--- src/common/wdog_irq_regs.vh ---
// Purpose: Offsets, field positions, reset values and timing counts for the watchdog block.
// Assumes: Word registers on a simple processor register port, byte offsets from the base.
// Notes: Only definitions live here.
`ifndef WDOG_IRQ_REGS_VH
`define WDOG_IRQ_REGS_VH
`define BLOCK_BASE_ADDR 32'h8000_3000
`define OFS_WDOG_CONTROL 8'h10
`define OFS_WDOG_SERVICE 8'h14
`define OFS_EVENT_STATUS 8'h18
`define OFS_EVENT_MASKS 8'h1C
// Control register fields.
`define CTL_ENABLE_BIT 0
`define CTL_ACTION_BIT 1
`define CTL_LOCK_BIT 2
`define CTL_PERIOD_LSB 8
`define CTL_PERIOD_MSB 14
`define CTL_COUNT_LSB 16
`define CTL_COUNT_MSB 22
// Action select reset value: interrupt.
`define CTL_ACTION_RESET 1'b1
// Status register fields.
`define ST_HIB_BIT 0
`define ST_DOZE_BIT 1
`define ST_RTC_BIT 2
`define ST_CAL_BIT 3
`define ST_WDOG_BIT 4
`define ST_PIN_LSB 8
`define ST_PIN_MSB 11
// Mask register fields.
`define MSK_TIMER_BIT 0
`define MSK_RTC_BIT 1
`define MSK_CAL_BIT 2
`define MSK_PIN_LSB 8
`define MSK_PIN_MSB 11
// Service key.
`define WDOG_KEY 32'hC0DE_5AFE
// One count step in microseconds at the nominal reference rate, and that rate in kHz.
`define WDOG_STEP_US 87000
`define REF_CLK_KHZ 24000
`define WDOG_STEP_REF_CYCLES (`WDOG_STEP_US * `REF_CLK_KHZ / 1000)
`endif

--- src/logic/wdog_irq_block.v ---
// Purpose: Watchdog timer with key service plus the block's wake and event interrupt gathering.
// Assumes: clk is the reference oscillator; the core clock tick is ref / (prescale + 1).
// Notes: Registers are reached on a simple word register port with write and read strobes.
//        Wake pins pass a three-stage synchroniser before any pin event is reported.
//
// Functional notes
// - Watchdog disabled after reset until enabled.
// - Period programmable in 128 steps.
// - Seven-bit period and count, 0.087 s step.
// - Count field reads the present count.
// - Debug halt inhibits the watchdog completely.
// - Action select: one interrupt, zero reset.
// - Reset action triggers full power-on sequence.
// - Count held during retained sleep, then resumes.
// - Lock bit freezes control until system reset.
// - Only the exact key restarts the count.
// - Correct key clears pending watchdog interrupt.
// - Expiry sets flag; write one clears.
// - Interrupt output ORs all enabled sources.
// - Wake timer sets hibernate or doze flag.
// - RTC timeout sets flag, masked, write-one clear.
// - Four pins, each level or edge detect.
// - Pin events gated by their four masks.
// - Pin events work in sleep and run.
// - Calibration done sets flag, masked, cleared.
// - Non-retained wake resets control, count, flags and masks.
// - No counting in any sleep mode.
// - Control 0x10, service 0x14, status 0x18.
// - Tick paced by reference divided by prescale+1.
`timescale 1ns/1ps
`include "wdog_irq_regs.vh"

module wdog_irq_block #(
   parameter [31:0] STEP_REF_CYCLES = `WDOG_STEP_REF_CYCLES
) (
   input wire clk,
   input wire arst_n,
   input wire [7:0] reg_addr,
   input wire reg_wr,
   input wire reg_rd,
   input wire [31:0] reg_wdata,
   output reg [31:0] reg_rdata,
   input wire [5:0] xtal_clkdiv,
   input wire debug_halt,
   input wire sleep_active,
   input wire wake_no_retention,
   input wire lowpower_is_doze,
   input wire wake_timer_fire,
   input wire rtc_timeout,
   input wire calib_done,
   input wire [3:0] keypad_wake_pins,
   input wire [3:0] pin_edge_mode,
   input wire [3:0] pin_active_level,
   output wire block_irq_out,
   output reg por_request
);

   // Block soft reset: a wake without core retention clears control, count, flags and masks like a reset.
   // The clear is synchronous and level sensitive; the pin synchronisers keep running
   // through it, but a wake edge whose event is detected while the clear is still high is lost, since the flag clear wins.
   wire clr = wake_no_retention;

   // Register decode; addresses are byte offsets from the block base, matched exactly.
   wire wr_ctl = reg_wr && (reg_addr == `OFS_WDOG_CONTROL);
   wire wr_svc = reg_wr && (reg_addr == `OFS_WDOG_SERVICE);
   wire wr_sts = reg_wr && (reg_addr == `OFS_EVENT_STATUS);
   wire wr_msk = reg_wr && (reg_addr == `OFS_EVENT_MASKS);
   wire key_ok = wr_svc && (reg_wdata == `WDOG_KEY);

   reg wdog_enable_bit_q;
   reg expiry_action_select_q;
   reg wdog_lock_bit_q;
   reg [6:0] wdog_period_field_q;
   reg [6:0] wdog_count_field_q;
   reg [5:0] div_cnt_q;
   reg [31:0] step_cnt_q;
   reg hib_q, doze_q, rtc_q, cal_q, wexp_q;
   reg [3:0] pin_q;
   reg timer_mask_q, rtc_mask_q, cal_mask_q;
   reg [3:0] pin_mask_q;
   reg [3:0] pin_s1_q, pin_s2_q, pin_s3_q;
   reg [3:0] pin_acc_q;
   reg [3:0] pin_fill_q;

   // Core tick enable: one pulse every xtal_clkdiv+1 reference cycles.
   // The compare is >= so that lowering the prescale while the divider sits above the new
   // value gives a tick at once instead of a wrap through all 64 states.
   wire core_tick = (div_cnt_q >= xtal_clkdiv);
   always @(posedge clk or negedge arst_n) begin
      if (!arst_n) begin
         div_cnt_q <= 6'h00;
      end else if (core_tick) begin
         div_cnt_q <= 6'h00;
      end else begin
         div_cnt_q <= div_cnt_q + 6'h01;
      end
   end

   // The count may advance only when enabled, awake and not under debug halt.
   // Sleep of either kind freezes it without loss, so it resumes where it stopped.
   wire run = wdog_enable_bit_q && !sleep_active && !debug_halt;
   wire step_done = run && core_tick && (step_cnt_q >= STEP_REF_CYCLES - 32'd1);
   // Expiry is declared as the count lands on the period; flag set only while armed.
   // A period of zero acts like one, and a period lowered below the present count
   // expires at the next step rather than waiting for the count to wrap.
   wire expire = step_done && ((wdog_count_field_q + 7'h01) >= wdog_period_field_q);

   // Control register; the lock stays until a reset clears it.
   // While locked the whole word is ignored, enable included, so run-away code cannot
   // switch the watchdog off; the count field is read-only and never written here.
   always @(posedge clk or negedge arst_n) begin
      if (!arst_n) begin
         wdog_enable_bit_q <= 1'b0;
         expiry_action_select_q <= `CTL_ACTION_RESET;
         wdog_lock_bit_q <= 1'b0;
         wdog_period_field_q <= 7'h00;
      end else if (clr) begin
         wdog_enable_bit_q <= 1'b0;
         expiry_action_select_q <= `CTL_ACTION_RESET;
         wdog_lock_bit_q <= 1'b0;
         wdog_period_field_q <= 7'h00;
      end else if (wr_ctl && !wdog_lock_bit_q) begin
         wdog_enable_bit_q <= reg_wdata[`CTL_ENABLE_BIT];
         expiry_action_select_q <= reg_wdata[`CTL_ACTION_BIT];
         wdog_lock_bit_q <= reg_wdata[`CTL_LOCK_BIT];
         wdog_period_field_q <= reg_wdata[`CTL_PERIOD_MSB:`CTL_PERIOD_LSB];
      end
   end

   // Step prescaler and the seven-bit count; a key write restarts both from zero.
   // The step counter runs on core ticks only, so the prescale stretches every step alike.
   always @(posedge clk or negedge arst_n) begin
      if (!arst_n) begin
         step_cnt_q <= 32'h0000_0000;
         wdog_count_field_q <= 7'h00;
      end else if (clr || key_ok || !wdog_enable_bit_q) begin
         step_cnt_q <= 32'h0000_0000;
         wdog_count_field_q <= 7'h00;
      end else if (step_done) begin
         step_cnt_q <= 32'h0000_0000;
         // After expiry the count starts over, so an ignored interrupt repeats.
         wdog_count_field_q <= expire ? 7'h00 : wdog_count_field_q + 7'h01;
      end else if (run && core_tick) begin
         step_cnt_q <= step_cnt_q + 32'd1;
      end
   end

   // Power-on reset request pulse when reset is the chosen response.
   // Registered so the reset sequencer sees a clean one-cycle pulse; a block clear in
   // the same cycle wins, since the clear means the device is already restarting.
   always @(posedge clk or negedge arst_n) begin
      if (!arst_n) begin
         por_request <= 1'b0;
      end else begin
         por_request <= expire && !expiry_action_select_q && !clr;
      end
   end

   // Pin synchronisers: three stages; a new pin level counts only once stages two and
   // three agree, so one unsettled sample can never be taken as a change.
   always @(posedge clk or negedge arst_n) begin
      if (!arst_n) begin
         pin_s1_q <= 4'h0;
         pin_s2_q <= 4'h0;
         pin_s3_q <= 4'h0;
      end else begin
         pin_s1_q <= keypad_wake_pins;
         pin_s2_q <= pin_s1_q;
         pin_s3_q <= pin_s2_q;
      end
   end

   // Fill marker: a one walks through four stages after reset. Until it arrives the
   // accepted levels are loaded from real samples but no event is reported, so a pin
   // that idles high does not look like an edge straight out of reset.
   always @(posedge clk or negedge arst_n) begin
      if (!arst_n) begin
         pin_fill_q <= 4'h0;
      end else begin
         pin_fill_q <= {pin_fill_q[2:0], 1'b1};
      end
   end
   wire pin_primed = pin_fill_q[3];

   // Accepted level per pin: follows stage three only while stages two and three agree.
   wire [3:0] pin_settled = ~(pin_s2_q ^ pin_s3_q);
   always @(posedge clk or negedge arst_n) begin
      if (!arst_n) begin
         pin_acc_q <= 4'h0;
      end else begin
         pin_acc_q <= (pin_s3_q & pin_settled) | (pin_acc_q & ~pin_settled);
      end
   end

   // Per-pin detect: edge mode flags a settled change, level mode flags the chosen level.
   // No clock gating here, so the detect works in sleep and in run alike.
   wire [3:0] pin_evt;
   genvar g;
   generate
      for (g = 0; g < 4; g = g + 1) begin : pin_det
         assign pin_evt[g] = pin_primed && (pin_edge_mode[g] ?
                             (pin_settled[g] && (pin_s3_q[g] != pin_acc_q[g])) :
                             (pin_acc_q[g] == pin_active_level[g]));
      end
   endgenerate

   // Sticky event flags: set wins over a write-one clear in the same cycle.
   // An event that lands with the clearing write is kept, so no wake cause is lost.
   wire [31:0] w1c = wr_sts ? reg_wdata : 32'h0000_0000;
   always @(posedge clk or negedge arst_n) begin
      if (!arst_n) begin
         hib_q <= 1'b0;
         doze_q <= 1'b0;
         rtc_q <= 1'b0;
         cal_q <= 1'b0;
         wexp_q <= 1'b0;
         pin_q <= 4'h0;
      end else if (clr) begin
         hib_q <= 1'b0;
         doze_q <= 1'b0;
         rtc_q <= 1'b0;
         cal_q <= 1'b0;
         wexp_q <= 1'b0;
         pin_q <= 4'h0;
      end else begin
         hib_q <= (wake_timer_fire && !lowpower_is_doze) ||
                  (hib_q && !w1c[`ST_HIB_BIT]);
         doze_q <= (wake_timer_fire && lowpower_is_doze) ||
                   (doze_q && !w1c[`ST_DOZE_BIT]);
         rtc_q <= rtc_timeout || (rtc_q && !w1c[`ST_RTC_BIT]);
         cal_q <= calib_done || (cal_q && !w1c[`ST_CAL_BIT]);
         wexp_q <= expire || (wexp_q && !w1c[`ST_WDOG_BIT] &&
                   !(key_ok && expiry_action_select_q));
         pin_q <= pin_evt | (pin_q & ~w1c[`ST_PIN_MSB:`ST_PIN_LSB]);
      end
   end

   // Interrupt masks.
   // Masking a source only hides its request; the flag itself stays set until cleared.
   always @(posedge clk or negedge arst_n) begin
      if (!arst_n) begin
         timer_mask_q <= 1'b0;
         rtc_mask_q <= 1'b0;
         cal_mask_q <= 1'b0;
         pin_mask_q <= 4'h0;
      end else if (clr) begin
         timer_mask_q <= 1'b0;
         rtc_mask_q <= 1'b0;
         cal_mask_q <= 1'b0;
         pin_mask_q <= 4'h0;
      end else if (wr_msk) begin
         timer_mask_q <= reg_wdata[`MSK_TIMER_BIT];
         rtc_mask_q <= reg_wdata[`MSK_RTC_BIT];
         cal_mask_q <= reg_wdata[`MSK_CAL_BIT];
         pin_mask_q <= reg_wdata[`MSK_PIN_MSB:`MSK_PIN_LSB];
      end
   end

   // One request line: the OR of every masked source; the action select masks the watchdog.
   // Kept combinational so the request drops in the very cycle that a clearing write
   // or a mask change takes effect, with no stale extra cycle at the controller.
   assign block_irq_out = (timer_mask_q && (hib_q || doze_q)) ||
                          (rtc_mask_q && rtc_q) ||
                          (|(pin_mask_q & pin_q)) ||
                          (cal_mask_q && cal_q) ||
                          (expiry_action_select_q && wexp_q);

   // Read data registered one cycle after the read strobe; unmapped reads return zero.
   // Only the addressed fields are loaded, so reserved bits always read as zero.
   always @(posedge clk or negedge arst_n) begin
      if (!arst_n) begin
         reg_rdata <= 32'h0000_0000;
      end else if (reg_rd) begin
         reg_rdata <= 32'h0000_0000;
         case (reg_addr)
            `OFS_WDOG_CONTROL: begin
               reg_rdata[`CTL_ENABLE_BIT] <= wdog_enable_bit_q;
               reg_rdata[`CTL_ACTION_BIT] <= expiry_action_select_q;
               reg_rdata[`CTL_LOCK_BIT] <= wdog_lock_bit_q;
               reg_rdata[`CTL_PERIOD_MSB:`CTL_PERIOD_LSB] <= wdog_period_field_q;
               reg_rdata[`CTL_COUNT_MSB:`CTL_COUNT_LSB] <= wdog_count_field_q;
            end
            `OFS_EVENT_STATUS: begin
               reg_rdata[`ST_HIB_BIT] <= hib_q;
               reg_rdata[`ST_DOZE_BIT] <= doze_q;
               reg_rdata[`ST_RTC_BIT] <= rtc_q;
               reg_rdata[`ST_CAL_BIT] <= cal_q;
               reg_rdata[`ST_WDOG_BIT] <= wexp_q;
               reg_rdata[`ST_PIN_MSB:`ST_PIN_LSB] <= pin_q;
            end
            `OFS_EVENT_MASKS: begin
               reg_rdata[`MSK_TIMER_BIT] <= timer_mask_q;
               reg_rdata[`MSK_RTC_BIT] <= rtc_mask_q;
               reg_rdata[`MSK_CAL_BIT] <= cal_mask_q;
               reg_rdata[`MSK_PIN_MSB:`MSK_PIN_LSB] <= pin_mask_q;
            end
            default: begin
               reg_rdata <= 32'h0000_0000;
            end
         endcase
      end
   end

endmodule // wdog_irq_block

--- config.mk ---
export PLATFORM = sky130hd
export DESIGN_NAME = wdog_irq_block
export DESIGN_NICKNAME = d
export VERILOG_FILES = /design/src/logic/wdog_irq_block.v
export VERILOG_INCLUDE_DIRS = /design/src /design/src/common
export SDC_FILE = /design/constraint.sdc
export NUM_CORES = 1
export LEC_CHECK = 0
export CAP_MARGIN = 25
export CORE_ASPECT_RATIO = 1.25
export CORE_UTILIZATION = 35
export DETAILED_ROUTE_END_ITERATION = 10
export DONT_BUFFER_PORTS = 1
export MAX_ROUTING_LAYER = met4
export PLACE_DENSITY = 0.6
export SLEW_MARGIN = 25
export SYNTH_ARGS = -nofsm -noshare
export SYNTH_HDL_FRONTEND = slang
export SYNTH_SLANG_ARGS = --single-unit
--- constraint.sdc ---
create_clock -name clk -period 2.4 [get_ports clk]
set_input_delay 0.24 -clock clk [delete_from_list [all_inputs] [get_ports clk]]
set_output_delay 0.24 -clock clk [all_outputs]
set_load 0.01 [all_outputs]
==> metrics.txt <==
Synth area leader=dfrtp_1; cell with the biggest individual delay on the critical path=or4b_1; HPWL reported at the end of detailed placement=9.922 mm; post-route total power=0.003954 W; Top delay family on crit path=simple AND/OR/NAND/NOR gates; sum of buffers and inverters on the critical path=0; EDFF count, synth=0; first-pass GRT wire length=roughly 23 mm; Max-cap violations=0; final non-filler cell area=6910 um2; final weighted congestion of routability-driven global placement=about 0.83; Final Cycle Share=98.37%; Required @ worst endpoint=2.69 ns; clock tree buffer depth=2; sequential element share of the synthesized area=around 47%; Min-Delay Path Class=in -> async; worst path cell trace=ha_4 -> nand3_2 -> nor2_2 -> xor2_1 -> ha_1 -> a21o_1 -> a31oi_4 -> or4b_1 -> a21boi_1; Routed wire per std cell=16.42 um; static leakage power=2.844 nW; count of placed standard cells in the final layout, fillers left out=around 850; maximum number of pins on one net before global-route repair=112; worst slack on hold paths=-0.4295 ns; vias in the first global route=approximately 4500; Hold Fails Final Rpt=111; Die X=118.3 um; hold buffer count at cts=10; async set-or-reset flop fraction in the synthesized netlist=between 90% and 100%; list of most frequent post-synthesis cells=dfrtp_1 (110), inv_1 (49), nor2_1 (47); initial antenna violation count=0; number of rows created at floorplan=52; most area-consuming cells after synthesis=dfrtp_1 (46%), mux2i_1 (6.4%), o211ai_1 (4.3%), ha_1 (3.4%), inv_1 (3.1%); via count of the routed design=4535; Post-Synthesis Cells=601; highest fanout seen on the critical path=4; Most used DFF post-synth=dfrtp_1; unrepaired setup endpoints after global routing=true; area fraction of the dominant cell type after synthesis=46.48%; failing checks=negative hold slack; number of max-slew violations in the final report=0; DRC Markers=0; area growth from synthesis to final layout=16.69%; synthesized area per cell=9.853 um2; transition time at the pin with the least slew margin=0.7113 ns; number of buffers added on ports=0; instance area at placement=6366 um2; detailed-route vias per instance=5.323; data arrival at the endpoint of the critical path=2.65 ns; number of nets still failing antenna checks after routing=0; Worst Setup Start Kind=flop; overall die area=17450 um2; longest individual stage delay on the worst path=0.45 ns; Core Region=16400 um2; register clock-pin slew on the reported worst setup and hold paths=0.08 ns; top-count cell post-synth=dfrtp_1; combined global-route utilization of all metal layers=17.19%; count of boundary I/O pins=roughly 100; GRT overflow=0; number of setup violations in the final report=0; final setup skew=0.01033 ns; CTS sink count=111; master cell of the clock root buffer=clkbuf_16; status=finished with violations; initial core utilization=between 30% and 40%; # placed instances=824; count of state elements after synthesis=111; clock buffer count from CTS=9; min cycle time layout=between 2 and 2.5 ns; fraction of layout cells with a size suffix above 1=13.52%; fmax=0.4236 GHz; Total Wirelength=13.99 mm; count of inserted antenna diode cells=0; maximum level of the CTS H-tree=3; DRT Pass-1 Iters=5; power density normalized to cell area=approximately 570 nW/um2; category of the most critical setup path=reg -> reg; iteration-0 DRC count of the detailed router=219; count of nets after finishing=just over 700; clock latency reported for the late side of the worst-skew pair=roughly 0.36 ns; relative max-transition margin=52.53%; total number of yosys warnings=0; category of the worst setup path capture point=flop; die span in y=147.4 um; Max VDD drop=308.8 uV; Yosys cell types=between 50 and 60; Post-Synthesis Cell Area=5922 um2; TritonCTS clock tree=built
flip-flops by register name, indices dropped and copies added (netlist names), 4 cells and up, named ones only:
signal,flops
div_cnt_q,6
pin_fill_q,4
pin_mask_q,4
pin_q,4
pin_s1_q,4
pin_s2_q,4
pin_s3_q,4
reg_rdata,19
step_cnt_q,32
wdog_count_field_q,7
wdog_period_field_q,7
cell type report:
cell class	count	area, um2
repair buffers	52	464.2
flip-flops and latches	111	2779
inverters	50	187.7
clock inverters	7	83.83
fillers	1564	9485
multi-input cells	407	2900
clock buffers	9	225.2
well taps	216	270.3
worst paths after layout:
| kind | start | endpoint | slack, ns | cells past startpoint |
|---|---|---|---|---|
| hold / removal | arst_n | step_cnt_q[4] | -0.43 | 0 |
| max in group asynchronous | arst_n | expiry_action_select_q | 2.52 | 0 |
| setup / recovery | wdog_count_field_q[0] | wdog_count_field_q[0] | 0.04 | 9 |
| setup reg to reg | wdog_count_field_q[0] | wdog_count_field_q[0] | 0.04 | 9 |
| hold reg to reg | pin_s1_q[3] | pin_s2_q[3] | 0.34 | 0 |
| min in group clk | calib_done | cal_q | 0.02 | 2 |
per-layer routing:
layer / GRT usage, % / share of wire (%) / vias up
met4: 7.115 / 2.6 / 0
met5: - / 0 / -
met1: 19.51 / 42 / 2187
li1: - / - / 2178
met3: 3.781 / 4.9 / 31
met2: 29.26 / 51 / 139
what timing repair did:
action | in CTS | in global routing
cloned | 0 | 0
pin swaps | 3 | 3
setup buffers | 0 | 2
resized for setup | 3 | 17
endpoints found under the hold margin | 158 | 111
setup endpoints to repair | 25 | 32
power breakdown:
group | switching, W | internal [W]
logic | 0.000195 | 0.000199
clock network | 0.000794 | 0.000751
registers | 0.0000628 | 0.00195
stage by stage:
step                utilization, %  hold slack (ns)  setup TNS, ns  setup slack, ns
global route                 42.15          -0.4518       -0.08654         -0.07896
floorplan                        -         -0.05559              0          0.02333
finish                       42.15          -0.4295              0          0.03919
global placement             38.76         -0.04493       -0.02872         -0.02872
detailed placement           38.83         -0.04542        -0.2172         -0.04051
CTS                          41.41          -0.4451              0          0.01139
logic make-up after synthesis:
| logic type | count (synthesis) | share of synthesized area (%) |
|---|---|---|
| simple gates | 182 | 16.50 |
| compound gates | 141 | 16.78 |
| flops | 111 | 46.93 |
| buf+inv | 95 | 7.437 |
| mux | 39 | 6.613 |
| fa+ha+maj | 17 | 3.550 |
| xor+xnor | 14 | 2.071 |
| other cells | 2 | 0.1268 |
worst reg2reg max path, delay by kind of cell, from the launching register on:
kind | cells | cell delay [ns]
AOI/OAI and AO/OA | 3 | 0.54
xor gates and xnor gates | 1 | 0.18
adders and majority gates | 2 | 0.44
DFF | 1 | 0.41
and+or+nand+nor | 3 | 0.71
placed cells by master, fill, tap and decap left out, types with 3 or more instances in the layout:
cell type	Yosys	final
dfrtp_1	110	110
inv_1	49	49
nor2_1	47	46
mux2i_1	38	38
buf_4	14	37
o211ai_1	34	34
nand2_1	29	29
nand3_1	29	28
o21ai_0	28	27
a21oi_1	22	22
o21a_1	19	18
ha_1	16	15
conb_1	2	14
and2_1	13	12
nand4_1	12	12
xor2_1	9	9
clkbuf_16	0	9
dlygate4sd3_1	0	9
and3_1	8	8
a22oi_1	7	7
nor3b_1	8	7
nor4_1	6	6
a2111oi_4	0	5
a21boi_1	4	4
nor4b_2	0	4
xnor2_1	5	4
nand2b_1	4	4
buf_12	0	4
o221ai_1	3	3
nor2b_1	3	3
inv_6	0	3
Power figures use the tool's default switching activity.
